<file path="src/ata_ctl_pkg.sv">
// shared constants and types for the parallel disk port control block
// assumes a single 100 MHz core clock, mclk
package ata_ctl_pkg;
    localparam int CLK_PERIOD_NS = 10;
    // least half period of the device data-in strobe
    localparam int STROBE_HALF_NS = 30;
    localparam int STROBE_HALF_CYC_I = (STROBE_HALF_NS + CLK_PERIOD_NS - 1) / CLK_PERIOD_NS;
    localparam int CNT_W = 4;
    localparam logic [CNT_W-1:0] STROBE_HALF_CYC = STROBE_HALF_CYC_I[CNT_W-1:0];
    localparam logic [CNT_W-1:0] CNT_ZERO = 4'h0;
    localparam logic [CNT_W-1:0] CNT_ONE = 4'h1;
    localparam int DATA_W = 16;
    localparam logic [DATA_W-1:0] DATA_ZERO = 16'h0000;
    // pin synchroniser bit positions
    localparam int PIN_N = 5;
    localparam int PIN_WR = 0;
    localparam int PIN_RD = 1;
    localparam int PIN_RST = 2;
    localparam int PIN_DIAG = 3;
    localparam int PIN_DASP = 4;
    // idle level of the active-low pins
    localparam logic [PIN_N-1:0] PIN_IDLE = 5'h1F;

    typedef enum logic [1:0] {
        ST_IDLE = 2'b00,
        ST_WRITE = 2'b01,
        ST_READ = 2'b10,
        ST_STOPPED = 2'b11
    } udma_state_t;
endpackage

</file>
<file path="src/ata_ctl_port.sv">
// device end of the parallel disk port control and handshake pins
// assumes pins are asynchronous, user side is on mclk, tristates resolved outside
`timescale 1ns/10ps
module ata_ctl_port (
    input wire logic mclk,
    input wire logic srst,
    input wire logic iowr_n,
    input wire logic iord_n,
    input wire logic reset_pin_n,
    input wire logic [ata_ctl_pkg::DATA_W-1:0] dbus_in,
    input wire logic pdiag_in_n,
    input wire logic dasp_in_n,
    output logic iordy,
    output logic iocs16_n,
    output logic intrq,
    output logic [ata_ctl_pkg::DATA_W-1:0] dbus_out,
    output logic dbus_oe,
    output logic pdiag_out_n,
    output logic pdiag_oe,
    output logic dasp_out_n,
    output logic dasp_oe,
    input wire logic udma_active,
    input wire logic udma_read,
    input wire logic rx_ready,
    input wire logic [ata_ctl_pkg::DATA_W-1:0] tx_word,
    input wire logic tx_valid,
    input wire logic [ata_ctl_pkg::DATA_W-1:0] rd_word,
    input wire logic word_xfer,
    input wire logic irq_req,
    input wire logic diag_pass,
    input wire logic drive_active,
    input wire logic slave_present,
    output logic [ata_ctl_pkg::DATA_W-1:0] wr_word,
    output logic wr_valid,
    output logic [ata_ctl_pkg::DATA_W-1:0] rx_word,
    output logic rx_valid,
    output logic tx_taken,
    output logic burst_stop,
    output logic dev_reset,
    output logic pdiag_seen,
    output logic dasp_seen
);
    import ata_ctl_pkg::*;

    logic [PIN_N-1:0] pins_s;
    logic [DATA_W-1:0] dbus_s;
    logic iowr_s;
    logic iord_s;
    logic iowr_prev;
    logic iord_prev;
    logic rst;
    logic iowr_rise;
    logic iord_edge;
    logic host_ready;
    udma_state_t state;
    udma_state_t next_state;
    logic dstrobe;
    logic pending;
    logic [CNT_W-1:0] cnt;
    logic take;

    pin_sync #(.W(PIN_N), .INIT(PIN_IDLE)) u_pins (
        .mclk(mclk),
        .srst(srst),
        .async_in({dasp_in_n, pdiag_in_n, reset_pin_n, iord_n, iowr_n}),
        .sync_out(pins_s)
    );

    pin_sync #(.W(DATA_W), .INIT(DATA_ZERO)) u_data (
        .mclk(mclk),
        .srst(srst),
        .async_in(dbus_in),
        .sync_out(dbus_s)
    );

    assign iowr_s = pins_s[PIN_WR];
    assign iord_s = pins_s[PIN_RD];
    assign rst = srst | dev_reset;
    assign iowr_rise = iowr_s & ~iowr_prev;
    assign iord_edge = iord_s ^ iord_prev;
    // HDMARDY low means the host can take data-in words
    assign host_ready = ~iord_s;
    assign take = (state == ST_READ) && tx_valid && host_ready && !pending && (cnt == CNT_ZERO);

    // hardware reset from the host pin
    always_ff @(posedge mclk) begin
        if (srst) begin
            dev_reset <= 1'b0;
        end else begin
            dev_reset <= ~pins_s[PIN_RST];
        end
    end

    always_ff @(posedge mclk) begin
        if (rst) begin
            iowr_prev <= 1'b1;
            iord_prev <= 1'b1;
        end else begin
            iowr_prev <= iowr_s;
            iord_prev <= iord_s;
        end
    end

    // burst state
    always_comb begin
        next_state = state;
        case (state)
            ST_IDLE: begin
                if (udma_active) begin
                    next_state = udma_read ? ST_READ : ST_WRITE;
                end
            end
            ST_WRITE, ST_READ: begin
                if (!udma_active) begin
                    next_state = ST_IDLE;
                end else if (!iowr_s) begin
                    next_state = ST_STOPPED;
                end
            end
            ST_STOPPED: begin
                if (!udma_active) begin
                    next_state = ST_IDLE;
                end
            end
            default: next_state = ST_IDLE;
        endcase
    end

    always_ff @(posedge mclk) begin
        if (rst) begin
            state <= ST_IDLE;
            burst_stop <= 1'b0;
        end else begin
            state <= next_state;
            burst_stop <= (next_state == ST_STOPPED) && (state != ST_STOPPED);
        end
    end

    // PIO write capture on strobe negation
    always_ff @(posedge mclk) begin
        if (rst) begin
            wr_word <= DATA_ZERO;
            wr_valid <= 1'b0;
        end else begin
            wr_valid <= (state == ST_IDLE) && iowr_rise;
            if ((state == ST_IDLE) && iowr_rise) begin
                wr_word <= dbus_s;
            end
        end
    end

    // data-out burst: one word per host strobe edge
    always_ff @(posedge mclk) begin
        if (rst) begin
            rx_word <= DATA_ZERO;
            rx_valid <= 1'b0;
        end else begin
            rx_valid <= (state == ST_WRITE) && iord_edge;
            if ((state == ST_WRITE) && iord_edge) begin
                rx_word <= dbus_s;
            end
        end
    end

    // data-in burst: load word, then toggle strobe after a half period
    always_ff @(posedge mclk) begin
        if (rst || state != ST_READ) begin
            dstrobe <= 1'b0;
            pending <= 1'b0;
            cnt <= CNT_ZERO;
            tx_taken <= 1'b0;
        end else begin
            tx_taken <= take;
            if (take) begin
                pending <= 1'b1;
                cnt <= STROBE_HALF_CYC;
            end else if (cnt != CNT_ZERO) begin
                cnt <= cnt - CNT_ONE;
            end else if (pending && host_ready && iowr_s) begin
                dstrobe <= ~dstrobe;
                pending <= 1'b0;
                cnt <= STROBE_HALF_CYC;
            end
            // no word or host not ready: edges simply withheld
        end
    end

    // shared ready line: IORDY, DDMARDY# or DSTROBE
    always_ff @(posedge mclk) begin
        if (rst) begin
            iordy <= 1'b1;
        end else begin
            case (state)
                ST_IDLE: iordy <= 1'b1;
                ST_WRITE: iordy <= ~rx_ready;
                ST_READ: iordy <= dstrobe;
                ST_STOPPED: iordy <= iordy;
                default: iordy <= 1'b1;
            endcase
        end
    end

    // data bus drive
    always_ff @(posedge mclk) begin
        if (rst) begin
            dbus_out <= DATA_ZERO;
            dbus_oe <= 1'b0;
        end else if (state == ST_READ || state == ST_STOPPED) begin
            dbus_oe <= (state == ST_READ);
            if (take) begin
                dbus_out <= tx_word;
            end
        end else begin
            dbus_oe <= (state == ST_IDLE) && !iord_s;
            dbus_out <= rd_word;
        end
    end

    always_ff @(posedge mclk) begin
        if (rst) begin
            iocs16_n <= 1'b1;
            intrq <= 1'b0;
        end else begin
            iocs16_n <= ~word_xfer;
            intrq <= irq_req;
        end
    end

    // open-drain master/slave handshake lines
    always_ff @(posedge mclk) begin
        if (rst) begin
            pdiag_out_n <= 1'b0;
            pdiag_oe <= 1'b0;
            dasp_out_n <= 1'b0;
            dasp_oe <= 1'b0;
            pdiag_seen <= 1'b0;
            dasp_seen <= 1'b0;
        end else begin
            pdiag_oe <= diag_pass;
            dasp_oe <= drive_active | slave_present;
            pdiag_seen <= ~pins_s[PIN_DIAG];
            dasp_seen <= ~pins_s[PIN_DASP];
        end
    end
endmodule

</file>
<file path="src/pin_sync.sv">
// two-stage synchroniser for a group of pin levels
// assumes inputs are asynchronous to mclk
`timescale 1ns/10ps
module pin_sync #(
    parameter int W = 1,
    parameter logic [W-1:0] INIT = '0
) (
    input wire logic mclk,
    input wire logic srst,
    input wire logic [W-1:0] async_in,
    output logic [W-1:0] sync_out
);
    logic [W-1:0] meta;

    always_ff @(posedge mclk) begin
        if (srst) begin
            meta <= INIT;
            sync_out <= INIT;
        end else begin
            meta <= async_in;
            sync_out <= meta;
        end
    end
endmodule
</file>
<file path="config.mk">
export PLATFORM = sky130hd
export DESIGN_NAME = ata_ctl_port
export DESIGN_NICKNAME = d
export VERILOG_FILES = /design/src/ata_ctl_pkg.sv /design/src/ata_ctl_port.sv /design/src/pin_sync.sv
export SDC_FILE = /design/constraint.sdc
export NUM_CORES = 1
export LEC_CHECK = 0
export BUFFER_PORTS_ARGS = -buffer_cell sky130_fd_sc_hd__clkbuf_2
export CAP_MARGIN = 20
export CELL_PAD_IN_SITES_DETAIL_PLACEMENT = 1
export CELL_PAD_IN_SITES_GLOBAL_PLACEMENT = 1
export CORE_MARGIN = 2
export CORE_UTILIZATION = 29
export CTS_CLUSTER_SIZE = 25
export DETAILED_ROUTE_END_ITERATION = 8
export GPL_ROUTABILITY_DRIVEN = 0
export PLACE_DENSITY = 0.69
export SLEW_MARGIN = 40
export SYNTH_ARGS = -nofsm -noshare
export SYNTH_HDL_FRONTEND = slang
export SYNTH_HIERARCHICAL = 1
export SYNTH_SLANG_ARGS = --single-unit
</file>
<file path="constraint.sdc">
create_clock -name mclk -period 1.7 [get_ports mclk]
set_input_delay 0.255 -clock mclk [delete_from_list [all_inputs] [get_ports mclk]]
set_output_delay 0.255 -clock mclk [all_outputs]
set_load 0.005 [all_outputs]
</file>
==> reports/summary.log, run 1 <==
qor: outcome.status complete, no violations
qor: grt.globalRoute.totalOverflow 0
qor: timing.period_needed 1.650 ns
qor: grt.antenna_found_initial 0
qor: cells_and_area.layout_stage_area_growth_over_the_synthesis_result 39.30%
qor: timing.setup_tns 0 ns
qor: timing.slew_violations 0
qor: critical_path.crit_path_max_incr_delay 0.39 ns
qor: clock_tree.total_clock_buffers_created_by_cts 17
qor: timing.finalHoldViolCount 0
qor: cells_and_area.diodes 0
qor: clock_tree.clk_path_buf_depth 2
qor: cells_and_area.fin_util 0.4156
qor: grt.maximum_number_of_pins_on_one_net_before_global_route_repair 38
qor: critical_path.kind_of_cell_adding_the_most_delay_to_the_critical_path simple AND/OR/NAND/NOR gates
qor: critical_path.path_class reg -> reg
qor: timing.clock-skew-final 0.006508 ns
qor: critical_path.setup.worst_path.start_class register
qor: synth.ys_ff_latch 113
qor: timing.fmaxAchievable 606.0 MHz
qor: synth.synth_area 0.003983 mm²
qor: clock_tree.numClockSinks 113
qor: cells_and_area.drive_above_1_share 0.3859
qor: grt.via_count_of_the_first_global_routing_pass 3288
qor: critical_path.cp_num_buf_inv 2
qor: floorplanning.initial_utilization 0.2984
qor: timing.period_share 0.9706
qor: clock_tree.cts_tree done
qor: critical_path.path_max_fanout 5
qor: synth.syn_inst 382
qor: cells_and_area.nets 600
qor: synth.yosysSeqAreaShare 0.5680
qor: power_and_ir_drop.power.density 1251 mW/mm²
qor: critical_path.worstSetupEndpointType register
qor: power_and_ir_drop.design_power_total 6.942 mW
qor: drt.first_pass_iters 4
qor: flow_run.timing.max_cap.violations 0
qor: floorplanning.overall_die_height 121.2 µm
qor: min_path.hold_path_class in -> reg
qor: drt.post-route-drc-count 0
qor: critical_path.data_required_time_of_the_worst_path 2.03 ns
qor: grt.grt_first_pass_wirelength 15.44 mm
qor: floorplanning.chipWidth 121.2 µm
qor: synth.mean_post_synth_cell_area 10.43 µm²
qor: clock_tree.worstSkewPairLatency 0.41 ns
qor: critical_path.worst-endpoint-arrival 1.98 ns
qor: grt.grt_use_total 0.1361
qor: floorplanning.io-pin-count 127
qor: drt.total_wire_length 9.695 mm
qor: critical_path.worstPathCellList inv_2, ha_4, or3b_4, buf_4, or3_1, a21oi_1
qor: drt.initialDrtViolationCount 72
qor: timing.setup_viol_count_final 0
qor: floorplanning.die_area 0.01469 mm²
qor: placement.hpwl_after_detailed_placement 6.621 mm
qor: power_and_ir_drop.vdd_drop_max 0.7031 mV
qor: power_and_ir_drop.total_leakage_power 2.594 nW
qor: clock_tree.clk_pin_slew_worst_paths 0.05 ns
qor: synth.synth_cell_type_count 36
qor: critical_path.crit_slowest_cell sky130_fd_sc_hd__or3b_4
qor: timing.fin_hold_ws 0.03021 ns
qor: floorplanning.row_count 42
qor: drt.antenna_violating_nets_post_route 0
qor: placement.port-buffer-count 124
qor: drt.wl_per_cell 13.56 µm
qor: drt.drt-vias-per-instance 4.347
qor: clock_tree.h_tree_depth 4
qor: synth.synthesis.yosys.warnings 6
qor: floorplanning.design.core.area 0.01335 mm²
qor: drt.route.vias.total 3108
qor: clock_tree.cts_root_buf sky130_fd_sc_hd__clkbuf_16
[synthesized netlist by cell type (all sizes together)]
cell type    n  area (µm²)
dfxtp      113        2262
nor2        50       195.2
nand2       38       145.1
mux2i       33       330.3
nor2b       33       206.5
a21oi       21       105.1
a211oi      18       205.2
or2         13       81.33
buf         11       82.57
clkbuf       9       37.54
ha           8       100.1
inv          5       18.77
o21ai        4       20.02
or3          4       25.02
a31oi        2       12.51
and2         2       12.51
nand2b       2       12.51
nand3        2       10.01
nor3         2       10.01
nor3b        2       15.01
o22a         2       17.52
conb         1       3.750
nand3b       1       7.510
nand4bb      1       11.26
nor4         1       6.260
o22ai        1       20.02
or3b         1       11.26
xnor2        1       8.760
xor2         1       8.760
[worst register-to-register path, stage by stage, from the launching register on]
cell                      delay (ns)
sky130_fd_sc_hd__dfxtp_2        0.32
sky130_fd_sc_hd__inv_2          0.09
sky130_fd_sc_hd__ha_4           0.14
sky130_fd_sc_hd__or3b_4         0.39
sky130_fd_sc_hd__buf_4          0.17
sky130_fd_sc_hd__or3_1          0.35
sky130_fd_sc_hd__a21oi_1        0.12
[cell usage in the layout (no fill, tap or decap), types with 10 or more instances in the layout]
master	count
sky130_fd_sc_hd__or2_1	10
sky130_fd_sc_hd__clkbuf_16	17
sky130_fd_sc_hd__nor2_1	49
sky130_fd_sc_hd__clkbuf_2	124
sky130_fd_sc_hd__a211oi_2	15
sky130_fd_sc_hd__a21oi_1	21
sky130_fd_sc_hd__mux2i_1	33
sky130_fd_sc_hd__nand2_1	37
sky130_fd_sc_hd__buf_4	15
sky130_fd_sc_hd__nor2b_1	32
sky130_fd_sc_hd__dfxtp_1	110
[final timing paths]
kind                                 startpoint  cells after the start                         to  slack [ns]
setup / recovery            cnt[0]$_SDFFE_PP0P_                      6       dstrobe$_SDFFE_PP0P_        0.05
hold reg to reg   u_pins/sync_out[2]$_SDFF_PP1_                      1       dev_reset$_SDFF_PP0_        0.38
hold / removal                      reset_pin_n                      2  u_pins/meta[2]$_SDFF_PP1_        0.03
setup reg to reg            cnt[0]$_SDFFE_PP0P_                      6       dstrobe$_SDFFE_PP0P_        0.05
[metal layers]
layer	share of wire	global-route usage	vias to the layer above
met5	0	0	-
met4	0.015	0.04526	0
met3	0.065	0.06109	13
met2	0.47	0.2307	97
met1	0.45	0.1519	1444
li1	-	-	1554
[metrics by stage]
step | setup WS, ns | cells | area (µm²)
after floorplan | 0.02721 | 383 | 3986
after CTS | -0.002867 | 716 | 5564
after global placement | 0.05808 | 676 | 4842
final | 0.04996 | 715 | 5548
after detailed placement | -0.06248 | 676 | 4842
after global routing | -0.02008 | 715 | 5548
[layout make-up]
class / count / area, µm²
Clock buffer: 19 / 442.9
Clock inverter: 11 / 140.1
Fill cell: 1563 / 7800
Inverter: 5 / 18.77
Multi-Input combinational cell: 245 / 1623
Sequential cell: 113 / 2266
Tap cell: 176 / 220.2
Timing Repair Buffer: 146 / 837.1
[cells by family (layout without fill, tap and decap cells)]
logic type | Yosys count | in the layout | synth area share
AO/OA/AOI/OAI | 48 | 48 | 0.09551
XOR/XNOR | 2 | 2 | 0.004399
adder cells (fa/ha/maj) | 8 | 8 | 0.02513
buffers and inverters | 25 | 181 | 0.03487
flip-flops | 113 | 113 | 0.5680
multiplexers | 33 | 33 | 0.08294
other | 1 | 2 | 0.0009416
AND/OR/NAND/NOR | 152 | 152 | 0.1882
[report_power, final]
| part | internal [mW] | switching (mW) | leakage (nW) | total [mW] |
|---|---|---|---|---|
| Sequential | 2.78 | 0.0574 | 0.928 | 2.83 |
| Combinational | 0.316 | 0.312 | 1.39 | 0.628 |
| Clock | 2.31 | 1.17 | 0.276 | 3.48 |
| Total | 5.40 | 1.54 | 2.59 | 6.94 |
[repair_timing]
action	CTS	global route
setup buffers	7	2
pin swaps	3	11
endpoints found under the setup margin	18	22
gates resized for setup	6	13
gates cloned	2	0
hold buffers	1	0
endpoints found under the hold margin	1	0
[flip-flops by register name (all words and copies together) (netlist names), 2 cells and up]
signal,flops
rx_word,16
state,2
cnt,4
u_data/meta,16
u_pins/meta,5
u_data/sync_out,16
wr_word,16
dbus_out,16
u_pins/sync_out,5
(Power assumes the default switching activity.)
==> inputs of run 2 (changes only) <==
--- a/config.mk
+++ b/config.mk
@@ -5,6 +5,7 @@
 export SDC_FILE = /design/constraint.sdc
 export NUM_CORES = 1
 export LEC_CHECK = 0
+export ABC_AREA = 1
 export BUFFER_PORTS_ARGS = -buffer_cell sky130_fd_sc_hd__clkbuf_2
 export CAP_MARGIN = 20
 export CELL_PAD_IN_SITES_DETAIL_PLACEMENT = 1
@@ -14,7 +15,7 @@
 export CTS_CLUSTER_SIZE = 25
 export DETAILED_ROUTE_END_ITERATION = 8
 export GPL_ROUTABILITY_DRIVEN = 0
-export PLACE_DENSITY = 0.69
+export PLACE_DENSITY = 0.71
 export SLEW_MARGIN = 40
 export SYNTH_ARGS = -nofsm -noshare
 export SYNTH_HDL_FRONTEND = slang
==> reports/summary.log, run 2 <==
qor: floorplanning.overall_die_height 127.9 µm [was 121.2 µm]
qor: critical_path.worst-endpoint-arrival 1.86 ns [was 1.98 ns]
qor: drt.antenna_violating_nets_post_route 0 [unchanged]
qor: power_and_ir_drop.power.density 1195 mW/mm² [was 1251 mW/mm²]
qor: floorplanning.row_count 45 [was 42]
qor: drt.post-route-drc-count 0 [unchanged]
qor: clock_tree.clk_pin_slew_worst_paths 0.06 ns [was 0.05 ns]
qor: drt.total_wire_length 11.82 mm [was 9.695 mm]
qor: critical_path.path_max_fanout 17 [was 5]
qor: timing.finalHoldViolCount 0 [unchanged]
qor: cells_and_area.diodes 0 [unchanged]
qor: synth.share_of_async_settable_or_async_resettable_flops_after_synthesis 0 [unchanged]
qor: flow_run.timing.max_cap.violations 0 [unchanged]
qor: timing.grt_setup_unrepaired no
qor: timing.clock-skew-final 0.007239 ns [was 0.006508 ns]
qor: min_path.hold_path_class in -> reg [unchanged]
qor: timing.period_needed 1.553 ns [was 1.650 ns]
qor: outcome.status complete, no violations [unchanged]
qor: cells_and_area.fin_util 0.3865 [was 0.4156]
qor: power_and_ir_drop.vdd_drop_max 0.5764 mV [was 0.7031 mV]
qor: cells_and_area.final_common_cell sky130_fd_sc_hd__clkbuf_2 [unchanged]
qor: drt.drt-vias-per-instance 4.418 [was 4.347]
qor: placement.placedInstanceArea 0.005159 mm² [was 0.004842 mm²]
qor: clock_tree.worstSkewPairLatency 0.42 ns [was 0.41 ns]
qor: clock_tree.numClockSinks 113 [unchanged]
qor: drt.wl_per_cell 13.29 µm [was 13.56 µm]
qor: critical_path.worstSetupEndpointType register [unchanged]
qor: floorplanning.io-pin-count 127 [unchanged]
qor: grt.antenna_found_initial 0 [unchanged]
qor: clock_tree.clk_path_buf_depth 2 [unchanged]
qor: synth.yosysTopAreaCellShare 0.5082 [was 0.5680]
qor: min_path.min_from reset_pin_n [unchanged]
qor: critical_path.crit_path_max_incr_delay 0.34 ns [was 0.39 ns]
qor: synth.synth_cell_type_count 31 [was 36]
qor: timing.fmaxAchievable 644.1 MHz [was 606.0 MHz]
qor: floorplanning.design.core.area 0.01509 mm² [was 0.01335 mm²]
qor: floorplanning.initial_utilization 0.2950 [was 0.2984]
qor: cells_and_area.drive_above_1_share 0.2939 [was 0.3859]
qor: grt.maximum_number_of_pins_on_one_net_before_global_route_repair 49 [was 38]
qor: timing.setup_viol_count_final 0 [unchanged]
qor: clock_tree.h_tree_depth 4 [unchanged]
qor: placement.hpwl_after_detailed_placement 8.492 mm [was 6.621 mm]
qor: cells_and_area.stdcell_area 0.005832 mm² [was 0.005548 mm²]
qor: drt.first_pass_iters 4 [unchanged]
qor: cells_and_area.nets 760 [was 600]
qor: critical_path.data_required_time_of_the_worst_path 2.01 ns [was 2.03 ns]
qor: synth.synth.cells.most_frequent 113 x sky130_fd_sc_hd__dfxtp_1, 98 x sky130_fd_sc_hd__nor2_1, 89 x sky130_fd_sc_hd__inv_1 [was 113 x sky130_fd_sc_hd__dfxtp_1, 49 x sky130_fd_sc_hd__nor2_1, 37 x sky130_fd_sc_hd__nand2_1]
qor: grt.grt_first_pass_wirelength 19.18 mm [was 15.44 mm]
qor: cells_and_area.final_cell_mix 124 x sky130_fd_sc_hd__clkbuf_2, 112 x sky130_fd_sc_hd__dfxtp_1, 98 x sky130_fd_sc_hd__nor2_1 [was 124 x sky130_fd_sc_hd__clkbuf_2, 110 x sky130_fd_sc_hd__dfxtp_1, 49 x sky130_fd_sc_hd__nor2_1]
qor: synth.mean_post_synth_cell_area 7.992 µm² [was 10.43 µm²]
qor: cells_and_area.fillerInstances 1857 [was 1563]
qor: critical_path.crit-reg2reg-launch state[0]$_SDFF_PP0_ [was cnt[0]$_SDFFE_PP0P_]
qor: grt.globalRoute.totalOverflow 0 [unchanged]
qor: placement.port-buffer-count 124 [unchanged]
qor: drt.route.vias.total 3928 [was 3108]
qor: timing.setup_tns 0 ns [unchanged]
qor: synth.synth_area 0.004452 mm² [was 0.003983 mm²]
qor: synth.synth_top_cell_by_area sky130_fd_sc_hd__dfxtp_1 [unchanged]
qor: timing.period_share 0.9133 [was 0.9706]
qor: floorplanning.chipWidth 127.9 µm [was 121.2 µm]
qor: grt.via_count_of_the_first_global_routing_pass 4110 [was 3288]
qor: timing.slew_violations 0 [unchanged]
qor: synth.synthesis.yosys.warnings 6 [unchanged]
qor: clock_tree.total_clock_buffers_created_by_cts 17 [unchanged]
qor: synth.syn_inst 557 [was 382]
qor: critical_path.path_class reg -> reg [unchanged]
qor: synth.ys_ff_latch 113 [unchanged]
qor: grt.grt_use_total 0.1498 [was 0.1361]
qor: synth.yosysSeqAreaShare 0.5082 [was 0.5680]
qor: synth.synth_top_flop_cell sky130_fd_sc_hd__dfxtp_1 [unchanged]
qor: clock_tree.cts_root_buf sky130_fd_sc_hd__clkbuf_16 [unchanged]
qor: clock_tree.cts_tree done [unchanged]
qor: critical_path.crit_slowest_cell sky130_fd_sc_hd__dfxtp_2 [was sky130_fd_sc_hd__or3b_4]
qor: synth.synth.top_cells.by_area sky130_fd_sc_hd__dfxtp_1 51%, sky130_fd_sc_hd__nor2_1 8.3%, sky130_fd_sc_hd__inv_1 7.5% [was sky130_fd_sc_hd__dfxtp_1 57%, sky130_fd_sc_hd__mux2i_1 8.3%, sky130_fd_sc_hd__nor2b_1 5.2%]
qor: cells_and_area.layout_stage_area_growth_over_the_synthesis_result 31.00% [was 39.30%]
qor: drt.initialDrtViolationCount 113 [was 72]
qor: critical_path.cp-startpoint state[0]$_SDFF_PP0_ [was cnt[0]$_SDFFE_PP0P_]
qor: synth.synth.most_common_cell sky130_fd_sc_hd__dfxtp_1 [unchanged]
qor: critical_path.worstPathCellList inv_1, ha_1, nand2_1, nor2_4, buf_4, nand2_8, a21oi_2, nor2_1 [was inv_2, ha_4, or3b_4, buf_4, or3_1, a21oi_1]
qor: critical_path.setup.worst_path.start_class register [unchanged]
qor: synth.synth_enable_flop_cells 0 [unchanged]
qor: floorplanning.die_area 0.01636 mm² [was 0.01469 mm²]
qor: power_and_ir_drop.total_leakage_power 2.909 nW [was 2.594 nW]
run 2: cell types whose count changed in the layout (fill, tap and decap cells not counted), moves of 6 or more:
cell,delta
sky130_fd_sc_hd__nor2b_1,-32
sky130_fd_sc_hd__or2_1,-10
sky130_fd_sc_hd__nand2_1,+49
sky130_fd_sc_hd__nand3_1,+26
sky130_fd_sc_hd__buf_4,-7
sky130_fd_sc_hd__a21oi_2,+9
sky130_fd_sc_hd__nand3_2,+12
sky130_fd_sc_hd__mux2i_1,-33
sky130_fd_sc_hd__a21oi_1,+6
sky130_fd_sc_hd__o21ai_0,+33
sky130_fd_sc_hd__inv_1,+88
sky130_fd_sc_hd__nor2_1,+49
sky130_fd_sc_hd__a211oi_2,-15
run 2: report_power, final:
part | total, mW | internal, mW | switching, mW
Sequential | 2.84 | 2.78 | 0.0652
Clock | 3.54 | 2.20 | 1.35
Combinational | 0.583 | 0.251 | 0.333
run 2: area by class of cell:
type / instances / area (µm²) / area share
Clock buffer: 17 / 425.4 / 0.07295
Clock inverter: 15 / 173.9 / 0.02982
Inverter: 97 / 364.1 / 0.06243
Multi-Input combinational cell: 323 / 1619 / 0.2776
Sequential cell: 113 / 2263 / 0.3881
Tap cell: 188 / 235.2 / 0.04033
Timing Repair Buffer: 136 / 750.7 / 0.1287
run 2: through the flow:
step | total power [mW] | cells | hold slack [ns] | worst slack (ns)
final | 6.969 | 889 | 0.02262 | 0.1475
after global routing | 7.291 | 889 | 0.01805 | 0.04638
after CTS | 7.076 | 886 | 0.008091 | 0.05419
after detailed placement | 3.485 | 851 | 0.3753 | -0.002376
after global placement | 3.446 | 851 | 0.3707 | 0.1600
after floorplan | 3.247 | 558 | 0.3240 | 0.2311
run 2: kinds of logic (layout without fill, tap and decap cells):
logic type | Yosys count | after routing | share of synthesized area
other | 1 | 2 | 0.0008424
XOR/XNOR | 1 | 1 | 0.001968
flip-flops | 113 | 113 | 0.5082
adder cells (fa/ha/maj) | 8 | 8 | 0.02249
AO/OA/AOI/OAI | 75 | 75 | 0.09247
AND/OR/NAND/NOR | 236 | 237 | 0.2406
buffers and inverters | 123 | 265 | 0.1335
run 2: what timing repair did:
item	CTS	global route
buffers inserted	2	2
hold buffers	1	0
cloned	0	1
gates resized for setup	0	2
endpoints found under the hold margin	1	0
pin swaps	1	2
setup endpoints to repair	5	13
run 2: critical path, delay by kind of cell, from the launching register on:
kind	cells	cell delay, ns
flip-flops	1	0.34
adder cells (fa/ha/maj)	1	0.21
AO/OA/AOI/OAI	1	0.16
buffers and inverters	2	0.31
AND/OR/NAND/NOR	4	0.43
run 2: path summary, 6_finish.rpt:
kind / slack, ns / endpoint / depth (start not counted)
worst max-delay path: 0.15 / dbus_out[6]$_SDFFE_PP0P_ / 8
worst min-delay path: 0.02 / u_pins/meta[2]$_SDFF_PP1_ / 3
worst max register to register: 0.15 / dbus_out[6]$_SDFFE_PP0P_ / 8
worst min register to register: 0.38 / dev_reset$_SDFF_PP0_ / 1
run 2: metal layers:
| metal | GRT usage | up-vias | share of wire |
|---|---|---|---|
| met4 | 0.05688 | 0 | 0.016 |
| met2 | 0.2737 | 102 | 0.51 |
| met3 | 0.04716 | 14 | 0.054 |
| met5 | 0 | - | 0 |
| met1 | 0.1614 | 1854 | 0.42 |
| li1 | - | 1958 | - |
==> inputs of run 3 (changes only) <==
--- a/config.mk
+++ b/config.mk
@@ -15,6 +15,7 @@
 export CTS_CLUSTER_SIZE = 25
 export DETAILED_ROUTE_END_ITERATION = 8
 export GPL_ROUTABILITY_DRIVEN = 0
+export HOLD_SLACK_MARGIN = 0.08
 export PLACE_DENSITY = 0.71
 export SLEW_MARGIN = 40
 export SYNTH_ARGS = -nofsm -noshare
==> reports/summary.log, run 3 (synthesis results as in run 2) <==
qor: grt.grt_first_pass_wirelength 19.71 mm [was 19.18 mm]
qor: drt.route.vias.total 4016 [was 3928]
qor: drt.drt-vias-per-instance 4.404 [was 4.418]
qor: critical_path.worstSetupEndpointType register [unchanged]
qor: power_and_ir_drop.design_power_total 7.018 mW [was 6.969 mW]
qor: critical_path.setup.worst_path.start_class register [unchanged]
qor: power_and_ir_drop.total_leakage_power 3.005 nW [was 2.909 nW]
qor: timing.slew_violations 0 [unchanged]
qor: clock_tree.clk_path_buf_depth 2 [unchanged]
qor: floorplanning.chipWidth 127.9 µm [unchanged]
qor: cells_and_area.diodes 0 [unchanged]
qor: critical_path.path_class reg -> reg [unchanged]
qor: floorplanning.io-pin-count 127 [unchanged]
qor: cells_and_area.multiInputGateArea 0.001619 mm² [unchanged]
qor: floorplanning.design.core.area 0.01509 mm² [unchanged]
qor: grt.antenna_found_initial 0 [unchanged]
qor: cells_and_area.layout_stage_area_growth_over_the_synthesis_result 36.17% [was 31.00%]
qor: drt.initialDrtViolationCount 113 [unchanged]
qor: grt.via_count_of_the_first_global_routing_pass 4224 [was 4110]
qor: drt.highest-signal-layer met4 [unchanged]
qor: drt.met1Wirelength 5.185 mm [was 4.998 mm]
qor: min_path.hold_path_class in -> reg [unchanged]
qor: clock_tree.total_clock_buffers_created_by_cts 17 [unchanged]
qor: placement.hpwl_after_detailed_placement 8.492 mm [unchanged]
qor: outcome.status complete, no violations [unchanged]
qor: drt.wl_per_cell 13.33 µm [was 13.29 µm]
qor: power_and_ir_drop.power.density 1158 mW/mm² [was 1195 mW/mm²]
qor: timing.grt_setup_unrepaired no [unchanged]
qor: cells_and_area.drive_above_1_share 0.2845 [was 0.2939]
qor: floorplanning.overall_die_height 127.9 µm [unchanged]
qor: timing.clock-skew-final 0.007245 ns [was 0.007239 ns]
qor: clock_tree.numClockSinks 113 [unchanged]
qor: floorplanning.initial_utilization 0.2950 [unchanged]
qor: timing.setup_tns 0 ns [unchanged]
qor: timing.setup_viol_count_final 0 [unchanged]
qor: floorplanning.die_area 0.01636 mm² [unchanged]
qor: flow_run.timing.max_cap.violations 0 [unchanged]
qor: clock_tree.cts_root_buf sky130_fd_sc_hd__clkbuf_16 [unchanged]
qor: clock_tree.worstSkewPairLatency 0.42 ns [about the same]
qor: drt.post-route-drc-count 0 [unchanged]
qor: drt.total_wire_length 12.16 mm [was 11.82 mm]
qor: grt.globalRoute.totalOverflow 0 [unchanged]
qor: timing.period_needed 1.550 ns [was 1.553 ns]
qor: drt.antenna_violating_nets_post_route 0 [unchanged]
qor: clock_tree.clk_pin_slew_worst_paths 0.06 ns [about the same]
qor: drt.first_pass_iters 4 [unchanged]
qor: clock_tree.cts_tree done [unchanged]
qor: power_and_ir_drop.vdd_drop_max 0.5791 mV [was 0.5764 mV]
qor: cells_and_area.fillerInstances 1824 [was 1857]
qor: placement.dp_cells 851 [unchanged]
qor: grt.grt_use_total 0.1539 [was 0.1498]
qor: timing.fmaxAchievable 645.0 MHz [was 644.1 MHz]
qor: cells_and_area.final_common_cell sky130_fd_sc_hd__clkbuf_2 [unchanged]
qor: timing.fin_hold_ws 0.09780 ns [was 0.02262 ns]
qor: timing.finalHoldViolCount 0 [unchanged]
qor: drt.met2WireLength 6.197 mm [was 5.993 mm]
qor: critical_path.worst-endpoint-arrival 1.86 ns [about the same]
qor: critical_path.path_max_fanout 17 [unchanged]
qor: clock_tree.h_tree_depth 4 [unchanged]
qor: cells_and_area.register_area 0.002263 mm² [unchanged]
qor: timing.period_share 0.9120 [was 0.9133]
qor: placement.port-buffer-count 124 [unchanged]
qor: cells_and_area.final-instance-count-excl-fill 912 [was 889]
qor: floorplanning.row_count 45 [unchanged]
qor: critical_path.data_required_time_of_the_worst_path 2.01 ns [about the same]
qor: cells_and_area.nets 783 [was 760]
qor: drt.route.met3.wl 591 µm [was 639 µm]
qor: cells_and_area.final_cell_mix 124 x sky130_fd_sc_hd__clkbuf_2, 112 x sky130_fd_sc_hd__dfxtp_1, 98 x sky130_fd_sc_hd__nor2_1 [unchanged]
qor: grt.maximum_number_of_pins_on_one_net_before_global_route_repair 49 [unchanged]
-- run 3: cell count changes in the layout (fill, tap and decap cells not counted) --
| cell | change |
|---|---|
| sky130_fd_sc_hd__dlygate4sd3_1 | +23 |
-- run 3: final cells by class --
type	count	area share
sequential	113	0.3734
clock buffer	17	0.07018
multi-input combinational	323	0.2671
clock inverter	15	0.02869
timing repair buffer	159	0.1618
inverter	97	0.06006
tap	188	0.03880
-- run 3: timing repair --
item	4_1_cts	5_1_grt
endpoints found under the setup margin	5	13
cloned	0	1
setup buffers	2	2
hold buffers	24	0
gates resized for setup	0	2
hold endpoints to repair	24	0
pin swaps	1	2
-- run 3: critical path, stage by stage, from the launching register on --
cell	delay, ns
sky130_fd_sc_hd__dfxtp_2	0.34
sky130_fd_sc_hd__inv_1	0.15
sky130_fd_sc_hd__ha_1	0.21
sky130_fd_sc_hd__nand2_1	0.11
sky130_fd_sc_hd__nor2_4	0.14
sky130_fd_sc_hd__buf_4	0.16
sky130_fd_sc_hd__nand2_8	0.13
sky130_fd_sc_hd__a21oi_2	0.16
sky130_fd_sc_hd__nor2_1	0.05
-- run 3: stage by stage --
stage                     utilization  worst slack, ns  area (µm²)
after floorplan                     -           0.2311        4456
after global placement         0.3419           0.1600        5159
after detailed placement       0.3419        -0.002376        5159
after CTS                      0.3985          0.05419        6013
after global routing           0.4017          0.04638        6062
final                          0.4017           0.1497        6062
-- run 3: where the power goes --
part	total, mW	internal (mW)	switching (mW)	leakage, nW
sequential	2.84	2.78	0.0653	0.928
combinational	0.628	0.285	0.343	1.80
clock	3.55	2.20	1.35	0.281
-- run 3: worst paths after layout --
path | startpoint | end | slack (ns) | depth (start not counted)
min reg2reg | u_pins/sync_out[2]$_SDFF_PP1_ | dev_reset$_SDFF_PP0_ | 0.38 | 1
max reg2reg | state[0]$_SDFF_PP0_ | dbus_out[6]$_SDFFE_PP0P_ | 0.15 | 8
min | drive_active | dasp_oe$_SDFF_PP0_ | 0.1 | 3
max | state[0]$_SDFF_PP0_ | dbus_out[6]$_SDFFE_PP0P_ | 0.15 | 8
-- run 3: per-layer routing --
| metal | GRT usage | vias up |
|---|---|---|
| met4 | 0.05688 | 0 |
| met2 | 0.2834 | 96 |
| met3 | 0.04800 | 14 |
| met1 | 0.1647 | 1902 |
| li1 | - | 2004 |
| met5 | 0 | - |
